`src/verilog/mdfbc_pkg.sv`:
```
// mdfbc_pkg: register map, field positions, reset values and timing counts
// for the motor driver configuration block.
// assumes a single 50 MHz device clock.
package mdfbc_pkg;

	localparam int CLK_FREQ_MHZ = 50;
	localparam int CLK_FREQ_HZ  = 50_000_000;

	// register offsets and reset values
	localparam logic [7:0] FAULT_CTRL_OFS   = 8'h09;
	localparam logic [7:0] RESPONSE_OFS     = 8'h0c;
	localparam logic [7:0] RESPONSE_RST     = 8'h63;
	localparam logic [7:0] REPORT_OFS       = 8'h0d;
	localparam logic [7:0] REPORT_RST       = 8'h38;
	localparam logic [7:0] REPORT_RW_MASK   = 8'h3f;
	localparam logic [7:0] SCHEME_OFS       = 8'h0e;
	localparam logic [7:0] SCHEME_RST       = 8'h04;
	localparam logic [7:0] SCHEME_RW_MASK   = 8'h1c;

	// fault control fields
	localparam int CLEAR_BIT       = 1;
	// regulation and fault response fields
	localparam int CUR_REG_LSB     = 6;
	localparam int STALL_RESP_BIT  = 5;
	localparam int INT_VREF_BIT    = 4;
	localparam int BLANK_SEL_BIT   = 3;
	localparam int DEG_SEL_BIT     = 2;
	localparam int OCP_RESP_BIT    = 1;
	localparam int TSD_RESP_BIT    = 0;
	// report and bridge control fields
	localparam int STALL_REPORT_BIT = 5;
	localparam int CBC_REPORT_BIT  = 4;
	localparam int INPUT_MODE_BIT  = 3;
	localparam int SRC_SEL_BIT     = 2;
	localparam int SOFT_ONE_BIT    = 1;
	localparam int SOFT_TWO_BIT    = 0;
	// regulation scheme fields
	localparam int SCHEME_LSB      = 3;
	localparam int PWM_RATE_BIT    = 2;
	localparam logic [1:0] SCHEME_CBC = 2'h1;

	// timing
	localparam int BLANK_LONG_NS   = 1800;
	localparam int BLANK_SHORT_NS  = 1000;
	localparam int DEG_LONG_NS     = 2000;
	localparam int DEG_SHORT_NS    = 1000;
	localparam int BLANK_LONG_CYC  = (BLANK_LONG_NS * CLK_FREQ_MHZ + 999) / 1000;
	localparam int BLANK_SHORT_CYC = (BLANK_SHORT_NS * CLK_FREQ_MHZ + 999) / 1000;
	localparam int DEG_LONG_CYC    = (DEG_LONG_NS * CLK_FREQ_MHZ + 999) / 1000;
	localparam int DEG_SHORT_CYC   = (DEG_SHORT_NS * CLK_FREQ_MHZ + 999) / 1000;
	localparam int PWM_FAST_HZ     = 50000;
	localparam int PWM_SLOW_HZ     = 25000;
	localparam int PWM_FAST_HALF   = CLK_FREQ_HZ / (2 * PWM_FAST_HZ);
	localparam int PWM_SLOW_HALF   = CLK_FREQ_HZ / (2 * PWM_SLOW_HZ);
	localparam int RETRY_TIME_US   = 1000;
	localparam int RETRY_CYC_DEF   = RETRY_TIME_US * CLK_FREQ_MHZ;

	// bus target address, value is arbitrary
	localparam logic [6:0] TARGET_ADDR_DEF = 7'h30;

	typedef enum logic [3:0] {
		I2C_IDLE     = 4'h0,
		I2C_ADDR     = 4'h1,
		I2C_ADDR_ACK = 4'h3,
		I2C_PTR      = 4'h2,
		I2C_PTR_ACK  = 4'h6,
		I2C_WDATA    = 4'h7,
		I2C_WDAT_ACK = 4'h5,
		I2C_RDATA    = 4'h4,
		I2C_RDAT_ACK = 4'hc
	} mdfbc_i2c_state_t;

endpackage : mdfbc_pkg

```
`src/verilog/mdfbc_top.sv`:
```
// mdfbc_top: configuration registers for fault response, reporting and
// H-bridge control of a brushed motor driver, reached over I2C.
// assumes comparator and fault inputs synchronous to the 50 MHz clock.
// Summary of operation
// - sense blanking lasts 1.8 us with select bit 0, 1.0 us with 1
// - regulation and stall deglitch lasts 2 us with bit 0, 1 us with 1
// - overcurrent with response bit 0 latches outputs off until clear
// - overcurrent with response bit 1 retries after the retry delay
// - overtemperature latches off at bit 0, resumes on cooling at bit 1
// - internal reference bit 1 fixes reference at 3 V, else external pin
// - two-bit current regulation selector at bits 7..6, reset value 1
// - stall response select at bit 5, read-write, reset value 1
// - stall report enable pulls fault output low while stall detected
// - cycle-by-cycle mode reports regulation on fault output if enabled
// - input scheme bit 0 is phase/enable, 1 is PWM, reset 1
// - bridge control from pins at source bit 0, register bits at 1
// - software bridge bits used only while source bit is 1
// - writing 1 to fault clear clears latched faults, bit self-clears
// - regulation scheme 01 selects cycle-by-cycle current regulation
// - register-driven bridge PWM runs at 50 kHz or 25 kHz by rate bit
`timescale 1ns/100ps
module mdfbc_top
	import mdfbc_pkg::*;
#(
	parameter int         RETRY_CYCLES = RETRY_CYC_DEF,
	parameter logic [6:0] TARGET_ADDR  = TARGET_ADDR_DEF
) (
	input  wire logic       ref_clk_in,
	input  wire logic       rst_n_in,
	input  wire logic       scl_in,
	input  wire logic       sda_in,
	output wire logic       sda_out,
	output wire logic       sda_oe_n_out,
	input  wire logic [1:0] bridge_input_pins_in,
	input  wire logic       overcurrent_event_in,
	input  wire logic       thermal_shutdown_event_in,
	input  wire logic       current_trip_in,
	input  wire logic       stall_raw_in,
	output wire logic       fault_indicator_low_out,
	output wire logic       bridge_enable_out,
	output wire logic       half_bridge_a_out,
	output wire logic       half_bridge_b_out,
	output wire logic       current_regulating_out,
	output wire logic       sense_blank_active_out,
	output wire logic       stall_detected_out,
	output wire logic       vref_internal_3v_out,
	output wire logic [1:0] current_reg_behavior_sel_out
);

	generate
		if (RETRY_CYCLES < 1 || RETRY_CYCLES > 65535) begin : g_bad_retry
			$error("RETRY_CYCLES must lie in 1..65535");
		end
	endgenerate

	localparam logic [6:0]  BLANK_L = 7'(BLANK_LONG_CYC);
	localparam logic [6:0]  BLANK_S = 7'(BLANK_SHORT_CYC);
	localparam logic [6:0]  DEG_L   = 7'(DEG_LONG_CYC);
	localparam logic [6:0]  DEG_S   = 7'(DEG_SHORT_CYC);
	localparam logic [10:0] HALF_F  = 11'(PWM_FAST_HALF - 1);
	localparam logic [10:0] HALF_S  = 11'(PWM_SLOW_HALF - 1);
	localparam logic [15:0] RETRY_L = 16'(RETRY_CYCLES);

	// returns {enable, a_high, b_high}
	function automatic logic [2:0] drive_decode(input logic pwm_mode,
	                                            input logic [1:0] ins);
		logic [2:0] res;
		res = 3'h0;
		if (pwm_mode) begin
			case (ins)
				2'h0:    res = 3'h0;
				2'h1:    res = 3'h5;
				2'h2:    res = 3'h6;
				default: res = 3'h4;
			endcase
		end else begin
			// one = enable, two = phase; enable low brakes on low sides
			res = !ins[1] ? 3'h4 : (ins[0] ? 3'h6 : 3'h5);
		end
		return res;
	endfunction : drive_decode

	// register bus
	logic [7:0] reg_addr;
	logic [7:0] wr_data;
	logic       wr_en;
	logic [7:0] rd_data;

	logic [7:0] response_ff;
	logic [7:0] report_ff;
	logic [7:0] scheme_ff;
	logic       clear_pulse_ff;

	// protection and detection state
	logic [6:0]  blank_cnt_ff;
	logic [6:0]  trip_cnt_ff;
	logic [6:0]  stall_cnt_ff;
	logic [15:0] retry_cnt_ff;
	logic        ocp_latch_ff;
	logic        tsd_latch_ff;
	logic        stall_latch_ff;
	logic        fault_n_ff;

	// bridge
	logic [10:0] pwm_cnt_ff;
	logic        carrier_ff;
	logic [2:0]  drive_ff;

	mdfbc_i2c_target #(
		.TARGET_ADDR (TARGET_ADDR)
	) u_i2c (
		.ref_clk_in   (ref_clk_in),
		.rst_n_in     (rst_n_in),
		.scl_in       (scl_in),
		.sda_in       (sda_in),
		.sda_out      (sda_out),
		.sda_oe_n_out (sda_oe_n_out),
		.rd_data_in   (rd_data),
		.reg_addr_out (reg_addr),
		.wr_data_out  (wr_data),
		.wr_en_out    (wr_en)
	);

	wire wr_fault_ctrl = wr_en && (reg_addr == FAULT_CTRL_OFS);
	wire wr_response   = wr_en && (reg_addr == RESPONSE_OFS);
	wire wr_report     = wr_en && (reg_addr == REPORT_OFS);
	wire wr_scheme     = wr_en && (reg_addr == SCHEME_OFS);

	// clear bit never reads back as 1 since the fault control offset falls to the 8'h00 default
	assign rd_data = (reg_addr == RESPONSE_OFS) ? response_ff :
	                 (reg_addr == REPORT_OFS)   ? report_ff   :
	                 (reg_addr == SCHEME_OFS)   ? scheme_ff   : 8'h00;

	// field decode
	wire [1:0] cur_reg_sel = response_ff[CUR_REG_LSB +: 2];
	wire stall_resp_sel    = response_ff[STALL_RESP_BIT];
	wire blank_sel         = response_ff[BLANK_SEL_BIT];
	wire deg_sel           = response_ff[DEG_SEL_BIT];
	wire ocp_resp_sel      = response_ff[OCP_RESP_BIT];
	wire tsd_resp_sel      = response_ff[TSD_RESP_BIT];
	wire stall_report_en   = report_ff[STALL_REPORT_BIT];
	wire cbc_report_en     = report_ff[CBC_REPORT_BIT];
	wire pwm_mode          = report_ff[INPUT_MODE_BIT];
	wire soft_src          = report_ff[SRC_SEL_BIT];
	wire [1:0] scheme_sel  = scheme_ff[SCHEME_LSB +: 2];
	wire pwm_slow          = scheme_ff[PWM_RATE_BIT];

	always_ff @(posedge ref_clk_in or negedge rst_n_in) begin
		if (!rst_n_in) begin
			response_ff <= RESPONSE_RST;
		end else if (wr_response) begin
			response_ff <= wr_data;
		end
	end

	always_ff @(posedge ref_clk_in or negedge rst_n_in) begin
		if (!rst_n_in) begin
			report_ff <= REPORT_RST;
		end else if (wr_report) begin
			report_ff <= wr_data & REPORT_RW_MASK;
		end
	end

	always_ff @(posedge ref_clk_in or negedge rst_n_in) begin
		if (!rst_n_in) begin
			scheme_ff <= SCHEME_RST;
		end else if (wr_scheme) begin
			scheme_ff <= wr_data & SCHEME_RW_MASK;
		end
	end

	// clear lives one cycle only, so the bit self-clears
	always_ff @(posedge ref_clk_in or negedge rst_n_in) begin
		if (!rst_n_in) begin
			clear_pulse_ff <= 1'b0;
		end else begin
			clear_pulse_ff <= wr_fault_ctrl & wr_data[CLEAR_BIT];
		end
	end

	// timing selections
	wire [6:0]  blank_len = blank_sel ? BLANK_S : BLANK_L;
	wire [6:0]  deg_len   = deg_sel ? DEG_S : DEG_L;
	wire [10:0] pwm_half  = pwm_slow ? HALF_S : HALF_F;

	// deglitched detections
	wire blanking     = (blank_cnt_ff != 7'h00);
	wire regulating   = (trip_cnt_ff >= deg_len);
	wire stall_det    = (stall_cnt_ff >= deg_len);
	wire trip_qual    = current_trip_in & ~blanking;
	wire retry_active = (retry_cnt_ff != 16'h0000);
	wire cbc_mode     = (scheme_sel == SCHEME_CBC);

	// latched faults: a new event in the clear cycle wins over the clear
	wire ocp_set   = overcurrent_event_in & ~ocp_resp_sel;
	wire tsd_set   = thermal_shutdown_event_in & ~tsd_resp_sel;
	wire stall_set = stall_det & ~stall_resp_sel;
	wire nxt_ocp_latch   = ocp_set | (ocp_latch_ff & ~clear_pulse_ff);
	wire nxt_tsd_latch   = tsd_set | (tsd_latch_ff & ~clear_pulse_ff);
	wire nxt_stall_latch = stall_set | (stall_latch_ff & ~clear_pulse_ff);

	// auto-retry holds outputs off while the delay runs
	wire retry_load = overcurrent_event_in & ocp_resp_sel;
	wire tsd_auto   = thermal_shutdown_event_in & tsd_resp_sel;
	wire outputs_off = ocp_latch_ff | tsd_latch_ff | stall_latch_ff |
	                   retry_active | tsd_auto;

	// bridge source and PWM generation
	wire carrier_wrap = (pwm_cnt_ff >= pwm_half);
	wire [1:0] soft_bits = {report_ff[SOFT_ONE_BIT], report_ff[SOFT_TWO_BIT]};
	wire [1:0] soft_mod  = pwm_mode ? (carrier_ff ? soft_bits : 2'h0) :
	                       {soft_bits[1] & carrier_ff, soft_bits[0]};
	wire [1:0] bridge_ins = soft_src ? soft_mod :
	                        bridge_input_pins_in;
	wire [2:0] nxt_drive = outputs_off ? 3'h0 :
	                       drive_decode(pwm_mode, bridge_ins);
	wire drive_change = (nxt_drive != drive_ff) & nxt_drive[2];

	wire nxt_fault_n = ~(ocp_latch_ff | tsd_latch_ff | stall_latch_ff |
	                     retry_active | thermal_shutdown_event_in |
	                     (stall_report_en & stall_det) |
	                     (cbc_mode & cbc_report_en & regulating));

	always_ff @(posedge ref_clk_in or negedge rst_n_in) begin
		if (!rst_n_in) begin
			blank_cnt_ff <= 7'h00;
		end else if (drive_change) begin
			blank_cnt_ff <= blank_len;
		end else if (blanking) begin
			blank_cnt_ff <= blank_cnt_ff - 7'h01;
		end
	end

	always_ff @(posedge ref_clk_in or negedge rst_n_in) begin
		if (!rst_n_in) begin
			trip_cnt_ff <= 7'h00;
		end else if (!trip_qual) begin
			trip_cnt_ff <= 7'h00;
		end else if (!regulating) begin
			trip_cnt_ff <= trip_cnt_ff + 7'h01;
		end
	end

	always_ff @(posedge ref_clk_in or negedge rst_n_in) begin
		if (!rst_n_in) begin
			stall_cnt_ff <= 7'h00;
		end else if (!stall_raw_in) begin
			stall_cnt_ff <= 7'h00;
		end else if (!stall_det) begin
			stall_cnt_ff <= stall_cnt_ff + 7'h01;
		end
	end

	always_ff @(posedge ref_clk_in or negedge rst_n_in) begin
		if (!rst_n_in) begin
			ocp_latch_ff   <= 1'b0;
			tsd_latch_ff   <= 1'b0;
			stall_latch_ff <= 1'b0;
		end else begin
			ocp_latch_ff   <= nxt_ocp_latch;
			tsd_latch_ff   <= nxt_tsd_latch;
			stall_latch_ff <= nxt_stall_latch;
		end
	end

	always_ff @(posedge ref_clk_in or negedge rst_n_in) begin
		if (!rst_n_in) begin
			retry_cnt_ff <= 16'h0000;
		end else if (retry_load) begin
			retry_cnt_ff <= RETRY_L;
		end else if (retry_active) begin
			retry_cnt_ff <= retry_cnt_ff - 16'h0001;
		end
	end

	always_ff @(posedge ref_clk_in or negedge rst_n_in) begin
		if (!rst_n_in) begin
			fault_n_ff <= 1'b1;
		end else begin
			fault_n_ff <= nxt_fault_n;
		end
	end

	always_ff @(posedge ref_clk_in or negedge rst_n_in) begin
		if (!rst_n_in) begin
			pwm_cnt_ff <= 11'h000;
			carrier_ff <= 1'b0;
			drive_ff   <= 3'h0;
		end else begin
			pwm_cnt_ff <= carrier_wrap ? 11'h000 : pwm_cnt_ff + 11'h001;
			if (carrier_wrap)
				carrier_ff <= ~carrier_ff;
			drive_ff <= nxt_drive;
		end
	end

	assign fault_indicator_low_out      = fault_n_ff;
	assign bridge_enable_out            = drive_ff[2];
	assign half_bridge_a_out            = drive_ff[1];
	assign half_bridge_b_out            = drive_ff[0];
	assign current_regulating_out       = regulating;
	assign sense_blank_active_out       = blanking;
	assign stall_detected_out           = stall_det;
	assign vref_internal_3v_out         = response_ff[INT_VREF_BIT];
	assign current_reg_behavior_sel_out = cur_reg_sel;

endmodule : mdfbc_top

```
`src/verilog/mdfbc_i2c_target.sv`:
```
// mdfbc_i2c_target: I2C target with register pointer and auto-increment.
// assumes scl and sda levels are already synchronous to the clock and
// that the clock is far faster than scl.
`timescale 1ns/100ps
module mdfbc_i2c_target
	import mdfbc_pkg::*;
#(
	parameter logic [6:0] TARGET_ADDR = TARGET_ADDR_DEF
) (
	input  wire logic       ref_clk_in,
	input  wire logic       rst_n_in,
	input  wire logic       scl_in,
	input  wire logic       sda_in,
	output wire logic       sda_out,
	output wire logic       sda_oe_n_out,
	input  wire logic [7:0] rd_data_in,
	output wire logic [7:0] reg_addr_out,
	output wire logic [7:0] wr_data_out,
	output wire logic       wr_en_out
);

	mdfbc_i2c_state_t state_ff;
	logic       scl_q_ff;
	logic       sda_q_ff;
	logic [3:0] bit_cnt_ff;
	logic [7:0] shift_ff;
	logic [7:0] ptr_ff;
	logic [7:0] wr_data_ff;
	logic       wr_en_ff;
	logic       drive_low_ff;
	logic       nack_ff;

	wire scl_rise   = scl_in & ~scl_q_ff;
	wire scl_fall   = ~scl_in & scl_q_ff;
	wire start_cond = scl_in & scl_q_ff & sda_q_ff & ~sda_in;
	wire stop_cond  = scl_in & scl_q_ff & ~sda_q_ff & sda_in;
	wire byte_full  = (bit_cnt_ff == 4'h8);
	wire [7:0] ptr_inc = ptr_ff + 8'h01;

	assign sda_out      = 1'b0;
	assign sda_oe_n_out = ~drive_low_ff;
	assign reg_addr_out = ptr_ff;
	assign wr_data_out  = wr_data_ff;
	assign wr_en_out    = wr_en_ff;

	always_ff @(posedge ref_clk_in or negedge rst_n_in) begin
		if (!rst_n_in) begin
			state_ff     <= I2C_IDLE;
			scl_q_ff     <= 1'b1;
			sda_q_ff     <= 1'b1;
			bit_cnt_ff   <= 4'h0;
			shift_ff     <= 8'h00;
			ptr_ff       <= 8'h00;
			wr_data_ff   <= 8'h00;
			wr_en_ff     <= 1'b0;
			drive_low_ff <= 1'b0;
			nack_ff      <= 1'b0;
		end else begin
			scl_q_ff <= scl_in;
			sda_q_ff <= sda_in;
			wr_en_ff <= 1'b0;
			if (start_cond) begin
				state_ff     <= I2C_ADDR;
				bit_cnt_ff   <= 4'h0;
				drive_low_ff <= 1'b0;
			end else if (stop_cond) begin
				state_ff     <= I2C_IDLE;
				drive_low_ff <= 1'b0;
			end else if (scl_rise) begin
				case (state_ff)
					I2C_ADDR, I2C_PTR, I2C_WDATA: begin
						shift_ff   <= {shift_ff[6:0], sda_in};
						bit_cnt_ff <= bit_cnt_ff + 4'h1;
					end
					I2C_RDATA: bit_cnt_ff <= bit_cnt_ff + 4'h1;
					I2C_RDAT_ACK: nack_ff <= sda_in;
					default: ;
				endcase
			end else if (scl_fall) begin
				case (state_ff)
					I2C_ADDR: begin
						if (byte_full && shift_ff[7:1] == TARGET_ADDR) begin
							state_ff     <= I2C_ADDR_ACK;
							drive_low_ff <= 1'b1;
						end else if (byte_full) begin
							state_ff <= I2C_IDLE;
						end
					end
					I2C_ADDR_ACK: begin
						bit_cnt_ff <= 4'h0;
						if (shift_ff[0]) begin
							state_ff     <= I2C_RDATA;
							shift_ff     <= rd_data_in;
							drive_low_ff <= ~rd_data_in[7];
						end else begin
							state_ff     <= I2C_PTR;
							drive_low_ff <= 1'b0;
						end
					end
					I2C_PTR: begin
						if (byte_full) begin
							state_ff     <= I2C_PTR_ACK;
							ptr_ff       <= shift_ff;
							drive_low_ff <= 1'b1;
						end
					end
					I2C_PTR_ACK, I2C_WDAT_ACK: begin
						state_ff     <= I2C_WDATA;
						bit_cnt_ff   <= 4'h0;
						drive_low_ff <= 1'b0;
					end
					I2C_WDATA: begin
						if (byte_full) begin
							state_ff     <= I2C_WDAT_ACK;
							wr_data_ff   <= shift_ff;
							wr_en_ff     <= 1'b1;
							drive_low_ff <= 1'b1;
						end
					end
					I2C_RDATA: begin
						if (byte_full) begin
							state_ff     <= I2C_RDAT_ACK;
							drive_low_ff <= 1'b0;
							ptr_ff       <= ptr_inc;
						end else begin
							shift_ff     <= {shift_ff[6:0], 1'b0};
							drive_low_ff <= ~shift_ff[6];
						end
					end
					I2C_RDAT_ACK: begin
						bit_cnt_ff <= 4'h0;
						if (nack_ff) begin
							state_ff <= I2C_IDLE;
						end else begin
							state_ff     <= I2C_RDATA;
							shift_ff     <= rd_data_in;
							drive_low_ff <= ~rd_data_in[7];
						end
					end
					default: state_ff <= I2C_IDLE;
				endcase
			end else if (wr_en_ff) begin
				// pointer advances on the same edge as the register write that uses it
				ptr_ff <= ptr_inc;
			end
		end
	end

endmodule : mdfbc_i2c_target

```
`config.mk`:
```
export PLATFORM = sky130hd
export DESIGN_NAME = mdfbc_top
export DESIGN_NICKNAME = d
export VERILOG_FILES = /design/src/verilog/mdfbc_pkg.sv /design/src/verilog/mdfbc_top.sv /design/src/verilog/mdfbc_i2c_target.sv
export SDC_FILE = /design/constraint.sdc
export NUM_CORES = 1
export LEC_CHECK = 0
export BUFFER_PORTS_ARGS = -buffer_cell sky130_fd_sc_hd__buf_4
export CAP_MARGIN = 20
export CORE_ASPECT_RATIO = 0.7
export CORE_MARGIN = 2
export CORE_UTILIZATION = 62
export CTS_BUF_LIST = sky130_fd_sc_hd__clkbuf_4 sky130_fd_sc_hd__clkbuf_8 sky130_fd_sc_hd__clkbuf_16
export DETAILED_ROUTE_END_ITERATION = 12
export PLACE_DENSITY = 0.92
export SETUP_SLACK_MARGIN = 0.05
export SKIP_CTS_REPAIR_TIMING = 1
export SLEW_MARGIN = 20
export SYNTH_ARGS = -nofsm -noshare
export SYNTH_HDL_FRONTEND = slang
export SYNTH_SLANG_ARGS = --single-unit
```
`constraint.sdc`:
```
create_clock -name ref_clk_in -period 3.2 [get_ports ref_clk_in]
set_clock_uncertainty 0.05 [all_clocks]
set_input_delay 0.16 -clock ref_clk_in [delete_from_list [all_inputs] [get_ports ref_clk_in]]
set_output_delay 0.16 -clock ref_clk_in [all_outputs]
set_load 0.03 [all_outputs]
```
==> results.json <==
{
  "die_area_sq_um": 10900,
  "cts_root_buffer": "clkbuf_16",
  "synth_top_area_share_pct": 40.0,
  "dieHeight_um": 88.1,
  "track_usage_pct": 27.9,
  "synthSimpleGateAreaFrac_pct": 21.1,
  "synth_top_area_cell": "dfrtp_1",
  "n_antenna_cell": 0,
  "drv_slew": 0,
  "ys_seq_elements": 111,
  "drt-wirelength-per-cell_um": 18.5,
  "grt_pass1_wl_um": 23600,
  "status": "complete, no violations",
  "path_class": "in -> reg",
  "maxCapViolations": 0,
  "clk_pin_slew_ns": 0.07,
  "synth-edff-count": 0,
  "fmax_mhz": 364,
  "drcViolationCount": 0,
  "fillers": 650,
  "vias": 4955,
  "internal_power_mw": 2.04,
  "top_level_ports": 22,
  "antenna_found_initial": 0,
  "ys.warnings.count": 0,
  "drtPass1Iterations": 5,
  "crit_required_ns": 3.39,
  "seqPwrFrac_pct": 54.2,
  "hold_viol": 0,
  "async_flop_share_pct": 100,
  "busiest_layer": "met2",
  "drive_gt1_share_pct": 15.6,
  "syn-instance-count": 637,
  "netlist_area_sq_um": 6260,
  "finalPower_mw": 2.70,
  "worstPathArrival_ns": 2.93,
  "grt_max_degree": 70,
  "startpoint_type": "input pin",
  "cp-end-kind": "flop",
  "fin_util_pct": 69.6,
  "via_per_inst": 6.34,
  "tns_ns": 0,
  "rows": 30,
  "synthAdderAreaFrac_pct": 5.20,
  "htree_levels": 3,
  "ant_nets": 0,
  "combPwrFrac_pct": 6.7,
  "hp-class": "in -> reg",
  "sw_frac_of_total_pct": 24.7,
  "cts_buffers": 9,
  "synth_top_family_by_area": "simple AND/OR/NAND/NOR gates",
  "whs_ns": 0.0248,
  "ys_types": 72,
  "cts_tree": "built",
  "grt_util_met3_pct": 6.58,
  "drt-initial-drc-count": 547,
  "synthesis.nets": 673,
  "synth_flop_cell": "dfrtp_1",
  "power_density_nw_per_um2": 398,
  "peakVddDrop_mv": 0.288,
  "core-area_sq_um": 9760,
  "initial_core_util_pct": 64.1,
  "finalCriticalPeriod_ns": 2.75,
  "yosys-mux-area-fraction_pct": 7.30,
  "multi_input_area_sq_um": 3220,
  "cts_sinks": 111,
  "min_period_over_period_pct": 85.9,
  "grtUsageMet2_pct": 44.8,
  "gp_congestion": 0.910,
  "regArea_sq_um": 2790,
  "area_growth_pct": 8.49,
  "synth.avg_cell_area_sq_um": 9.83,
  "setup_viol": 0,
  "synth_compound_area_share_pct": 12.4,
  "seq_area_frac_synth_pct": 44.6,
  "postPlaceCellArea_sq_um": 6480,
  "synth_area_leaders": "dfrtp_1 40%, mux2_2 5.9%, ha_1 5.2%",
  "tightest_slew_ns": 0.905,
  "clock_latency_ns": 0.35,
  "grt_overflow": 0,
  "synth_xor_area_share_pct": 5.32,
  "final_nets": 684,
  "clk_path_buf_depth": 2,
  "grt_pass1_vias": 4712,
  "routed_wl_um": 14400,
  "power.switching_mw": 0.666,
  "cp_max_fo": 19,
  "clkPwrFrac_pct": 39.1,
  "port_buffers": 20,
  "die_w_um": 124,
  "fin_area_sq_um": 6790,
  "met1_usage_pct": 38.5,
  "post-dp-hpwl_um": 9870,
  "rsz0062_at_grt": "false",
  "slew-limit-headroom_pct": 39.1,
  "p_leak_nw": 3.04
}
[area by class of cell]
type                            count  area share (%)
Clock inverter                      6           0.645
Tap cell                          128            2.36
Timing Repair Buffer               26            3.17
Sequential cell                   111            41.1
Inverter                           35            1.93
Clock buffer                       10            3.43
Multi-Input combinational cell    465            47.4
[metal layers]
| layer | routed length, um | vias up |
|---|---|---|
| met5 | 0 | - |
| met4 | 255 | 0 |
| met3 | 1130 | 28 |
| met2 | 6800 | 221 |
| met1 | 6250 | 2416 |
| li1 | - | 2290 |
[cell usage in the layout, fill, tap and decap left out, types with 5 or more instances in the layout]
cell	n
nor2b_1	10
a211o_1	5
buf_4	22
nor3_1	23
nand3_1	22
and4_1	5
dfstp_2	11
mux2i_1	7
mux2_2	33
nand2_1	49
xnor2_1	19
nor2_1	55
and2_1	10
ha_1	26
o21ai_0	25
nand3b_1	7
o21ai_1	6
and3_1	12
clkbuf_16	9
xor2_1	19
nand4_1	9
dfrtp_1	100
o22ai_1	6
inv_1	35
nand2b_1	5
a21oi_1	30
nor4b_1	5
[path summary, 6_finish.rpt]
check	from	endpoint	slack (ns)	cells past startpoint
setup / recovery	scl_in	u_i2c.shift_ff[3]	0.45	9
hold / removal	stall_raw_in	stall_cnt_ff[0]	0.02	2
setup reg to reg	u_i2c.scl_q_ff	u_i2c.shift_ff[3]	0.50	8
hold reg to reg	clear_pulse_ff	stall_latch_ff	0.46	1
max in group asynchronous	rst_n_in	report_ff[3]	1.88	3
min in group asynchronous	rst_n_in	u_i2c.state_ff[2]	0.44	2
[state kept, by name, summed over array words and instances, names as in the netlist, 8 cells and up]
register            cells
u_i2c.shift_ff          8
pwm_cnt_ff             11
response_ff             8
u_i2c.wr_data_out       8
u_i2c.reg_addr_out      8
retry_cnt_ff           16
[critical path: stages]
cell and delay [ns]:
dlygate4sd3_1 0.53, buf_4 0.13, ha_1 0.50, and3b_1 0.25
a211oi_1 0.25, a311oi_1 0.09, o21ai_1 0.30, a41o_1 0.34
mux2_2 0.38
[power groups by stage]
stage	Clock, mW	Combinational [mW]	Sequential [mW]
finish	1.06	0.180	1.46
global route	1.12	0.201	1.47
CTS	1.06	0.175	1.46
detailed placement	0	0.173	1.49
global placement	0	0.163	1.49
floorplan	0	0.114	1.47
[through the flow]
step           instances  setup WS [ns]
2_1_floorplan        637          0.788
3_3_place_gp         762          0.729
3_5_place_dp         762          0.613
4_1_cts              778          0.572
5_1_grt              781          0.359
6_report             781          0.451
[synthesized netlist by cell type, types with 4 or more instances]
library cell / n
o31ai_1: 4
and3_1: 12
a31o_2: 4
mux2_2: 33
mux2i_1: 7
o21ai_1: 5
nand2_1: 49
nand3b_1: 7
o22ai_1: 6
and2_1: 10
nor3b_1: 4
nor2b_1: 10
nor2_1: 55
nor4b_1: 5
a211o_1: 5
a21oi_1: 30
xor2_1: 19
and4_1: 5
a211oi_1: 4
or3_1: 4
nand3_1: 22
nand4_1: 9
inv_1: 35
nand2b_1: 5
dfrtp_1: 100
o21ai_0: 26
ha_1: 26
xnor2_1: 19
clkbuf_1: 16
nor3_1: 23
dfstp_2: 11
[cell families (layout without fill, tap and decap cells)]
kind of cell / Yosys count / in the layout
other: 1 / 1
flip-flops: 111 / 111
AO/OA/AOI/OAI: 116 / 116
AND/OR/NAND/NOR: 243 / 243
buffers and inverters: 61 / 77
multiplexers: 41 / 41
adder cells (fa/ha/maj): 26 / 26
XOR/XNOR: 38 / 38
No activity file was read; power rests on OpenSTA's default activity.
